`config.mk`:
```
export PLATFORM = sky130hd
export DESIGN_NAME = usb_indicator_pins
export DESIGN_NICKNAME = d
export VERILOG_FILES = /design/src/logic/ind_pkg.sv /design/src/logic/ind_pin_drive.sv /design/src/logic/level_sync.sv /design/src/logic/usb_indicator_pins.sv
export SDC_FILE = /design/constraint.sdc
export NUM_CORES = 1
export LEC_CHECK = 0
export BUFFER_PORTS_ARGS = -buffer_cell sky130_fd_sc_hd__buf_4
export CORE_MARGIN = 2
export CORE_UTILIZATION = 41
export DETAILED_ROUTE_END_ITERATION = 10
export GPL_TIMING_DRIVEN = 0
export PLACE_DENSITY = 0.82
export SETUP_SLACK_MARGIN = 0.5
export SLEW_MARGIN = 25
export SYNTH_ARGS = -nofsm -noshare
export SYNTH_HDL_FRONTEND = slang
export SYNTH_SLANG_ARGS = --single-unit
```
`constraint.sdc`:
```
create_clock -name clk_in -period 1.9 [get_ports clk_in]
set_input_delay 0.19 -clock clk_in [delete_from_list [all_inputs] [get_ports clk_in]]
set_output_delay 0.19 -clock clk_in [all_outputs]
set_load 0.01 [all_outputs]
```
`src/logic/ind_pkg.sv`:
```
// Purpose: constants for the usb indicator pin block
// Assumes: apb register access, 32-bit data, one aligned word per register
// Notes: printed offsets are word indices; byte address is four times that
// Notes on behaviour
// - bit 13 reads pin b level
// - pin b select 000: high on suspend/reset
// - pin b 001 high, 101 low, suspend only
// - 010/110 add unconfigured for high power
// - pin b 011 high, 111 low, reset only
// - pin b select 100: high on suspend/reset
// - pin b drive bits 9:8, default push-pull
// - bit 5 reads pin a level
// - pin a select 000: low on suspend/reset
// - pin a 001/010/011 assert high
// - pin a 100..111 assert low
// - pin a drive: 01 open drain, 10 push-pull
package ind_pkg;
	localparam int ADDR_W = 12;
	localparam logic [ADDR_W-1:0] CTRL_IDX = 12'h262;
	localparam logic [ADDR_W-1:0] CLASS_IDX = 12'h263;
	localparam logic [ADDR_W-1:0] CTRL_ADDR = 12'(CTRL_IDX * 4);
	localparam logic [ADDR_W-1:0] CLASS_ADDR = 12'(CLASS_IDX * 4);
	localparam int B_LEVEL_BIT = 13;
	localparam int B_SEL_LSB = 10;
	localparam int B_DRV_LSB = 8;
	localparam int A_LEVEL_BIT = 5;
	localparam int A_SEL_LSB = 2;
	localparam int A_DRV_LSB = 0;
	localparam int CLASS_BIT = 0;
	localparam logic [15:0] CTRL_WMASK = 16'h1F1F;
	localparam logic [2:0] SEL_RST = 3'h0;
	localparam logic [1:0] DRV_RST = 2'h2;
	localparam logic [1:0] DRV_OD = 2'h1;
	localparam logic [1:0] DRV_PP = 2'h2;
	localparam logic CLASS_RST = 1'b0;
	typedef enum logic [1:0] {
		COND_SUSP_RST,
		COND_SUSP,
		COND_SUSP_UNCFG,
		COND_RST
	} cond_t;
endpackage

```
`src/logic/ind_pin_drive.sv`:
```
// Purpose: output stage of one indicator pin
// Assumes: level_in is the wanted pin level, same clock
// Notes: invalid drive codes release the pin
`timescale 1ns/1ps
module ind_pin_drive
	import ind_pkg::*;
(
	input  wire logic       clk_in,
	input  wire logic       sys_rst_in,
	input  wire logic       level_in,
	input  wire logic [1:0] drive_in,
	output logic            pin_out,
	output logic            pin_oe_out
);
	wire is_pp = (drive_in == DRV_PP);
	wire is_od = (drive_in == DRV_OD);
	// open drain drives only the low level, a high level is released
	wire out_nxt = is_pp & level_in;
	wire oe_nxt = is_pp | (is_od & ~level_in);

	always_ff @(posedge clk_in)
	begin
		if (sys_rst_in)
		begin
			pin_out <= 1'b0;
			pin_oe_out <= 1'b0;
		end
		else
		begin
			pin_out <= out_nxt;
			pin_oe_out <= oe_nxt;
		end
	end
endmodule

```
`src/logic/level_sync.sv`:
```
// Purpose: two flip-flop synchroniser for pin levels
// Assumes: one clock, synchronous active-high reset
// Notes: stage one is read only by stage two
`timescale 1ns/1ps
module level_sync
	import ind_pkg::*;
#(
	parameter int WIDTH = 2
)
(
	input  wire logic             clk_in,
	input  wire logic             sys_rst_in,
	input  wire logic [WIDTH-1:0] async_in,
	output logic      [WIDTH-1:0] sync_out
);
	logic [WIDTH-1:0] meta_r;

	always_ff @(posedge clk_in)
	begin
		if (sys_rst_in)
		begin
			meta_r <= '0;
			sync_out <= '0;
		end
		else
		begin
			meta_r <= async_in;
			sync_out <= meta_r;
		end
	end
endmodule

```
`src/logic/usb_indicator_pins.sv`:
```
// Purpose: two usb state indicator pins with apb control register
// Assumes: usb state inputs come from logic on clk_in
// Notes: one wait state on every apb access
`timescale 1ns/1ps
module usb_indicator_pins
	import ind_pkg::*;
(
	input  wire logic              clk_in,
	input  wire logic              sys_rst_in,
	input  wire logic              psel_in,
	input  wire logic              penable_in,
	input  wire logic              pwrite_in,
	input  wire logic [ADDR_W-1:0] paddr_in,
	input  wire logic [31:0]       pwdata_in,
	input  wire logic [3:0]        pstrb_in,
	output logic                   pready_out,
	output logic      [31:0]       prdata_out,
	output logic                   pslverr_out,
	input  wire logic              suspend_in,
	input  wire logic              bus_reset_in,
	input  wire logic              configured_in,
	input  wire logic              indicator_pin_a_in,
	output logic                   indicator_pin_a_out,
	output logic                   indicator_pin_a_oe_out,
	input  wire logic              indicator_pin_b_in,
	output logic                   indicator_pin_b_out,
	output logic                   indicator_pin_b_oe_out
);
	// control fields
	logic [2:0] pin_a_condition_select_r;
	logic [2:0] pin_b_condition_select_r;
	logic [1:0] pin_a_drive_type_r;
	logic [1:0] pin_b_drive_type_r;
	logic       high_power_r;
	logic       pready_r;
	logic [31:0] prdata_r;
	logic       pslverr_r;

	// synchronised pin levels
	logic [1:0] pin_level_sync;
	wire pin_a_level = pin_level_sync[0];
	wire pin_b_level = pin_level_sync[1];

	level_sync #(
		.WIDTH (2)
	) u_level_sync (
		.clk_in     (clk_in),
		.sys_rst_in (sys_rst_in),
		.async_in   ({indicator_pin_b_in, indicator_pin_a_in}),
		.sync_out   (pin_level_sync)
	);

	// apb decode
	wire access = psel_in & penable_in;
	wire hit_ctrl = (paddr_in == CTRL_ADDR);
	wire hit_class = (paddr_in == CLASS_ADDR);
	wire mapped = hit_ctrl | hit_class;
	wire done = access & pready_r;
	wire wr_ctrl = done & pwrite_in & hit_ctrl;
	wire wr_class = done & pwrite_in & hit_class;

	// byte lane write mask, reserved bits never stored
	wire [15:0] lane_mask = {{8{pstrb_in[1]}}, {8{pstrb_in[0]}}};
	wire [15:0] wr_mask = lane_mask & CTRL_WMASK;
	wire [15:0] ctrl_old = {
		3'h0,
		pin_b_condition_select_r,
		pin_b_drive_type_r,
		3'h0,
		pin_a_condition_select_r,
		pin_a_drive_type_r
	};
	wire [15:0] ctrl_new = (pwdata_in[15:0] & wr_mask)
		| (ctrl_old & ~wr_mask);

	// next values of control fields
	wire [2:0] pin_a_condition_select_nxt = wr_ctrl
		? ctrl_new[A_SEL_LSB +: 3] : pin_a_condition_select_r;
	wire [2:0] pin_b_condition_select_nxt = wr_ctrl
		? ctrl_new[B_SEL_LSB +: 3] : pin_b_condition_select_r;
	wire [1:0] pin_a_drive_type_nxt = wr_ctrl
		? ctrl_new[A_DRV_LSB +: 2] : pin_a_drive_type_r;
	wire [1:0] pin_b_drive_type_nxt = wr_ctrl
		? ctrl_new[B_DRV_LSB +: 2] : pin_b_drive_type_r;
	wire high_power_nxt = (wr_class & pstrb_in[0])
		? pwdata_in[CLASS_BIT] : high_power_r;

	// read data
	logic [15:0] ctrl_rd;
	always_comb
	begin
		ctrl_rd = ctrl_old;
		ctrl_rd[B_LEVEL_BIT] = pin_b_level;
		ctrl_rd[A_LEVEL_BIT] = pin_a_level;
	end

	wire [31:0] class_rd = {31'h0, high_power_r};
	wire [31:0] rd_word = hit_ctrl ? {16'h0, ctrl_rd}
		: (hit_class ? class_rd : 32'h0);

	wire pready_nxt = access & ~pready_r;
	wire [31:0] prdata_nxt = (pready_nxt & ~pwrite_in) ? rd_word
		: 32'h0;
	wire pslverr_nxt = pready_nxt & ~mapped;

	always_ff @(posedge clk_in)
	begin
		if (sys_rst_in)
		begin
			pready_r <= 1'b0;
			prdata_r <= 32'h0;
			pslverr_r <= 1'b0;
		end
		else
		begin
			pready_r <= pready_nxt;
			prdata_r <= prdata_nxt;
			pslverr_r <= pslverr_nxt;
		end
	end

	always_ff @(posedge clk_in)
	begin
		if (sys_rst_in)
		begin
			pin_a_condition_select_r <= SEL_RST;
			pin_b_condition_select_r <= SEL_RST;
			pin_a_drive_type_r <= DRV_RST;
			pin_b_drive_type_r <= DRV_RST;
			high_power_r <= CLASS_RST;
		end
		else
		begin
			pin_a_condition_select_r <= pin_a_condition_select_nxt;
			pin_b_condition_select_r <= pin_b_condition_select_nxt;
			pin_a_drive_type_r <= pin_a_drive_type_nxt;
			pin_b_drive_type_r <= pin_b_drive_type_nxt;
			high_power_r <= high_power_nxt;
		end
	end

	assign pready_out = pready_r;
	assign prdata_out = prdata_r;
	assign pslverr_out = pslverr_r;

	// condition terms shared by both pins
	wire susp_or_rst = suspend_in | bus_reset_in;
	wire unconfig_hp = high_power_r & ~configured_in;
	wire susp_or_uncfg = suspend_in | unconfig_hp;

	// per pin condition select and polarity
	logic [2:0] sel_v [2];
	logic [1:0] drv_v [2];
	logic [1:0] active_high;
	logic [1:0] cond_hit;
	logic [1:0] pin_level;
	logic [1:0] pin_out_v;
	logic [1:0] pin_oe_v;

	assign sel_v[0] = pin_a_condition_select_r;
	assign sel_v[1] = pin_b_condition_select_r;
	assign drv_v[0] = pin_a_drive_type_r;
	assign drv_v[1] = pin_b_drive_type_r;

	// pin a asserts high only for 001..011
	assign active_high[0] = (sel_v[0] == 3'h1)
		| (sel_v[0] == 3'h2)
		| (sel_v[0] == 3'h3);
	// pin b asserts high for 000..100
	assign active_high[1] = ~sel_v[1][2]
		| (sel_v[1] == 3'h4);

	genvar g;
	generate
		for (g = 0; g < 2; g++)
		begin : g_pin
			cond_t cond;
			assign cond = cond_t'(sel_v[g][1:0]);

			always_comb
			begin
				case (cond)
					COND_SUSP_RST:
						cond_hit[g] = susp_or_rst;
					COND_SUSP:
						cond_hit[g] = suspend_in;
					COND_SUSP_UNCFG:
						cond_hit[g] = susp_or_uncfg;
					COND_RST:
						cond_hit[g] = bus_reset_in;
					default:
						cond_hit[g] = 1'b0;
				endcase
			end

			// asserted level when hit, the inverse level when idle
			assign pin_level[g] = cond_hit[g]
				? active_high[g] : ~active_high[g];

			ind_pin_drive u_drive (
				.clk_in     (clk_in),
				.sys_rst_in (sys_rst_in),
				.level_in   (pin_level[g]),
				.drive_in   (drv_v[g]),
				.pin_out    (pin_out_v[g]),
				.pin_oe_out (pin_oe_v[g])
			);
		end
	endgenerate

	assign indicator_pin_a_out = pin_out_v[0];
	assign indicator_pin_a_oe_out = pin_oe_v[0];
	assign indicator_pin_b_out = pin_out_v[1];
	assign indicator_pin_b_oe_out = pin_oe_v[1];
endmodule

```
==> impl_results.md, run 1 <==
- Status: finished, final reports clean
- Initial core utilization: 43.2%
- CTS clk-pin slew, worst paths: 100 ps
- GP Congestion: 0.762
- DIE HEIGHT: 63.6 um
- Flops & latches, synth: 33
- DRT iter0 DRCs: 18
- Largest area contributor in the netlist: dfxtp_1
- Pre-CTS WS: -71.4 ps
- HPWL Detailed: 2.18 mm
- CP Capture Type: flop
- Fin crit share: 79.5%
- Num Clock Sinks: 33
- Commonest non-fill, non-tap cell in the layout: buf_4
- Total Routing Usage GR: 15.3%
- Yosys cell types: 39
- Die area: 4040 sq um
- Ports: 96
- Fin area: 2120 sq um
- Synth Flop Type: dfxtp_1
- Layout Cells excl Fill: 287
- Gate power share: 12.1%
- Max_cap viols: 0
- Number of global-route vias before repair: 1,149
- Clock power frac: 33.7%
- Antenna Nets Post-Route: 0
- Layout Skew: 8.80 ps
- CP max FO: 5
- Inserted Diodes: 0
- Final setup viols: 0
- Port Buffers: 50
- Nets@finish: 298
- # rows: 21
- Die Wd: 63.6 um
- WHS Path Cells: 2
- Number of synthesized flops with an enable pin: 0
- Static leakage: 0.966 nW
- Vias: 1,263
- Peak Freq: 0.662 GHz
- H-tree levels: 2
- Setup ws final: 390 ps
- CTS tree: built
- CTS Buffer Depth: 2
- Total grt overflow: 0
- Area contributors post-synth: dfxtp_1, buf_4, and2_1, a21oi_1, nand3_1
- Final Critical Period: 1510 ps
- Setup CP Type: in -> reg
- Pint: 1.01 mW
- DP Area: 1970 sq um
- DRC viols: 0
- Clock root cell: clkbuf_4
- Max-slew violation count: 0
- Routed wire length: 2.87 mm
- Syn_area_per_cell: 9.09 sq um
- Worst R2R Path Depth: 4
- First-pass GRT wire length: 4.69 mm
- Clk_lat worst skew: 330 ps
- VDD IR max: 0.000307 V
- Vias per cell: 4.40
- Sequential Power Share: 54.2%
- Power per Cell Area: 614 nW/um^2
- Cells after Synth: 160
- Initial antenna violation count: 0
- Post-synth design cell area: 1450 sq um
- Critical Path AT: 1710 ps
- Async SR Flop Fraction: 0%
- Area Overhead vs Synth: 45.6%
- Worst endpoint required time: 2100 ps
- Tot Pwr: 1.30 mW
- Post-synthesis sequential area ratio: 45.4%
- RSZ-0062 raised after global routing: yes
- Commonest cells after routing, fill and taps aside: buf_4, dfxtp_1, conb_1
- NetSw: 290 uW
- CP startpoint kind: input pin
- Cts bufs inserted: 5
- Largest net degree at the start of global routing: 11
- Ys Warns: 0
- TritonRoute pass-1 iters: 4
- Final Hold Vio Count: 0
- HP Class: in -> reg
- Per-cell routed wire length: 10.0 um
- Share of cells above drive strength 1: 40.7%
- Core Box Area: 3360 sq um
- Switching share of power: 22.3%
- Synth top area share: 45.4%
- Post-Place Cells: 275
- Hold buffer count at cts: 0
worst paths after layout:
kind | startpoint | to | slack [ps]
max reg2reg | flop | g_pin[0].u_drive.pin_oe_out$_SDFF_PP0_ | 510
min reg2reg | u_level_sync.sync_out[0]$_SDFF_PP0_ | prdata_out[5]$_SDFF_PP0_ | 430
min | pwrite_in | prdata_out[0]$_SDFF_PP0_ | 40
max | paddr_in[6] | flop | 390
cell usage after synthesis (2+ instances only):
| library cell | number |
|---|---|
| a21oi_1 | 13 |
| and2_1 | 12 |
| buf_4 | 21 |
| clkbuf_1 | 3 |
| dfxtp_1 | 33 |
| inv_1 | 2 |
| mux2_2 | 2 |
| nand2_1 | 5 |
| nand2b_1 | 6 |
| nand3_1 | 12 |
| nand3b_1 | 2 |
| nor2_1 | 4 |
| nor2b_1 | 6 |
| nor3_1 | 4 |
| o21ai_0 | 11 |
cell type report:
cell class	count	area (sq um)
tap	46	57.6
fill	322	1250
clock inverter	1	5.00
sequential	33	662
multi-input combinational	118	716
timing repair buffer	54	413
buffer	26	191
clock buffer	7	65.1
inverter	2	7.51
stage by stage:
step                      TNS (ps)  hold WS (ps)  utilization (%)
after floorplan                  0           268                -
after global placement       -32.1           381             58.5
after detailed placement      -340           382             58.5
after CTS                        0          26.7             62.9
after global routing             0          26.3             62.9
final                            0          39.8             62.9
routing by layer:
metal  up-vias  global-route usage, %  share of wire, %
li1        674                      -                 -
met1       530                   16.2                43
met2        53                   26.4                47
met3         6                   5.54               8.5
met4         0                   7.61               1.9
met5         -                      0                 0
what timing repair did:
action,CTS,global route
cloned,1,0
pin swaps,5,0
hold endpoints to repair,0,0
endpoints found under the setup margin,20,22
gates resized for setup,11,2
buffers inserted,3,0
cell families after synthesis:
family                 count (synthesis)  share of synthesized area, %
AO/OA/AOI/OAI                         28                          10.4
buffers and inverters                 28                          12.7
other                                  1                         0.258
XOR/XNOR                               2                          1.21
AND/OR/NAND/NOR                       65                          27.7
multiplexers                           3                          2.24
flip-flops                            33                          45.4
power groups by stage:
| stage | clock network, mW | logic (mW) | registers, mW |
|---|---|---|---|
| after floorplan | 0 | 0.0776 | 0.723 |
| after CTS | 0.451 | 0.155 | 0.704 |
| after global routing | 0.494 | 0.170 | 0.706 |
| after detailed placement | 0 | 0.150 | 0.720 |
| final | 0.438 | 0.157 | 0.704 |
| after global placement | 0 | 0.148 | 0.720 |
critical path: stages:
cell	delay [ps]
buf_6	90
or4b_4	530
or4_4	470
clkbuf_4	190
o21ai_1	160
a21oi_1	90
Power figures use the tool's default switching activity.
==> run 2, diff against run 1 <==
Clock period 1.9 ns to 1.5 ns, I/O delays scaled along.
==> impl_results.md, run 2 (synthesis gave the netlist of run 1 again) <==
- Clock root cell: clkbuf_4
- Critical Path AT: 1650 ps
- Static leakage: 1.02 nW
- Tot Pwr: 1.60 mW
- Worst endpoint required time: 1710 ps
- Setup ws final: 65.4 ps
- DRC viols: 0
- Largest net degree at the start of global routing: 11
- Setup CP Type: in -> reg
- CP startpoint kind: input pin
- First-pass GRT wire length: 5.38 mm
- Ports: 96
- HPWL Detailed: 2.27 mm
- Die Wd: 63.6 um
- Number of global-route vias before repair: 1,212
- Antenna Nets Post-Route: 0
- Slew margin rel.: 59.5%
- Port Buffers: 50
- Commonest cells after routing, fill and taps aside: buf_4, dfxtp_1, conb_1
- Die area: 4040 sq um
- RSZ-0062 raised after global routing: yes
- Bufs and invs on worst path: 2
- Status: finished, final reports clean
- Vias per cell: 4.58
- Total Routing Usage GR: 17.3%
- Vias: 1,329
- CP Capture Type: flop
- Critical-path top delay cell: or4b_4
- Crit path max-delay family: simple AND/OR/NAND/NOR gates
- Final core utilization: 67.2%
- Total grt overflow: 0
- Cts bufs inserted: 5
- CTS tree: built
- Initial antenna violation count: 0
- CTS Buffer Depth: 2
- Clk_lat worst skew: 340 ps
- CP max FO: 5
- Crit-path max cell delay: 530 ps
- DIE HEIGHT: 63.6 um
- Worst R2R Path Depth: 4
- Power per Cell Area: 706 nW/um^2
- Initial core utilization: 43.2%
- Max_cap viols: 0
- VDD IR max: 0.000352 V
- Area Overhead vs Synth: 55.4%
- Worst slew pin tran: 607 ps
- Share of cells above drive strength 1: 49.2%
- CP Cell Sequence: buf_6 > or4b_4 > or4_4 > clkbuf_8 > o21ai_2 > a21oi_1
- TritonRoute pass-1 iters: 4
- Hold path start: indicator_pin_a_in
- Reg-to-Reg End: g_pin[0].u_drive.pin_oe_out$_SDFF_PP0_
- # rows: 21
- DRT iter0 DRCs: 47
- Peak Freq: 0.697 GHz
- GP Congestion: 0.753
- CTS clk-pin slew, worst paths: 90 ps
- Final Critical Period: 1430 ps
- Core Box Area: 3360 sq um
- Num Clock Sinks: 33
- Per-cell routed wire length: 11.5 um
- Commonest non-fill, non-tap cell in the layout: buf_4
- Final Hold Vio Count: 0
- Max-slew violation count: 0
- Hold EP: u_level_sync.meta_r[0]$_SDFF_PP0_
- Routed wire length: 3.32 mm
- WHS Path Cells: 2
- Layout Skew: 8.46 ps
- HP Class: in -> reg
- H-tree levels: 2
- Flop2flop setup slack: 190 ps
- Final setup viols: 0
- Nets@finish: 302
- Fin crit share: 95.6%
- Inserted Diodes: 0
- Pre-CTS WS: -435 ps
## run 2: area by class of cell
type                    instances  area [sq um]
well taps                      46          57.6
inverters                       2          7.51
flip-flops and latches         33           672
multi-input cells             118           820
plain buffers                  26           193
fillers                       262          1100
repair buffers                 58           455
clock buffers                   7          55.1
## run 2: power by group
part	internal (mW)	total, mW	switching, mW
registers	0.885	0.888	0.00333
logic	0.128	0.218	0.0900
clock network	0.221	0.491	0.270
total	1.23	1.60	0.363
## run 2: per-stage QoR
| step | hold slack [ps] | instances | instance area (sq um) | setup TNS (ps) |
|---|---|---|---|---|
| 2_1_floorplan | 228 | 179 | 1550 | -1980 |
| 3_3_place_gp | 345 | 275 | 1980 | -6810 |
| 3_5_place_dp | 346 | 275 | 1980 | -7220 |
| 4_1_cts | 0.103 | 289 | 2180 | 0 |
| 5_1_grt | 20.7 | 290 | 2260 | 0 |
| 6_report | 22.8 | 290 | 2260 | 0 |
## run 2: what timing repair did
item                       CTS  global route
gates resized for setup     23            17
buffers inserted             6             0
pin swaps                    7             3
hold buffers                 0             1
hold endpoints to repair     0             1
gates cloned                 1             0
setup endpoints to repair   27            28
## run 2: worst max path at each step
stage	from	end	slack [ps]	depth (start not counted)
5_1_grt	paddr_in[6]	prdata_out[5]$_SDFF_PP0_	20	6
3_5_place_dp	paddr_in[6]	flop	-430	5
4_1_cts	paddr_in[6]	prdata_out[3]$_SDFF_PP0_	50	6
2_1_floorplan	paddr_in[6]	prdata_out[12]$_SDFF_PP0_	-110	5
3_3_place_gp	paddr_in[6]	flop	-410	5
6_report	paddr_in[6]	flop	70	6
## run 2: metal layers
metal | part of all wire, % | vias up | GRT usage, % | wire (um)
met5 | 0 | - | 0 | 0
met4 | 2.2 | 0 | 7.34 | 74
met3 | 9.2 | 8 | 6.61 | 304
met2 | 49 | 54 | 29.5 | 1640
met1 | 39 | 585 | 19.0 | 1310
li1 | - | 682 | - | -
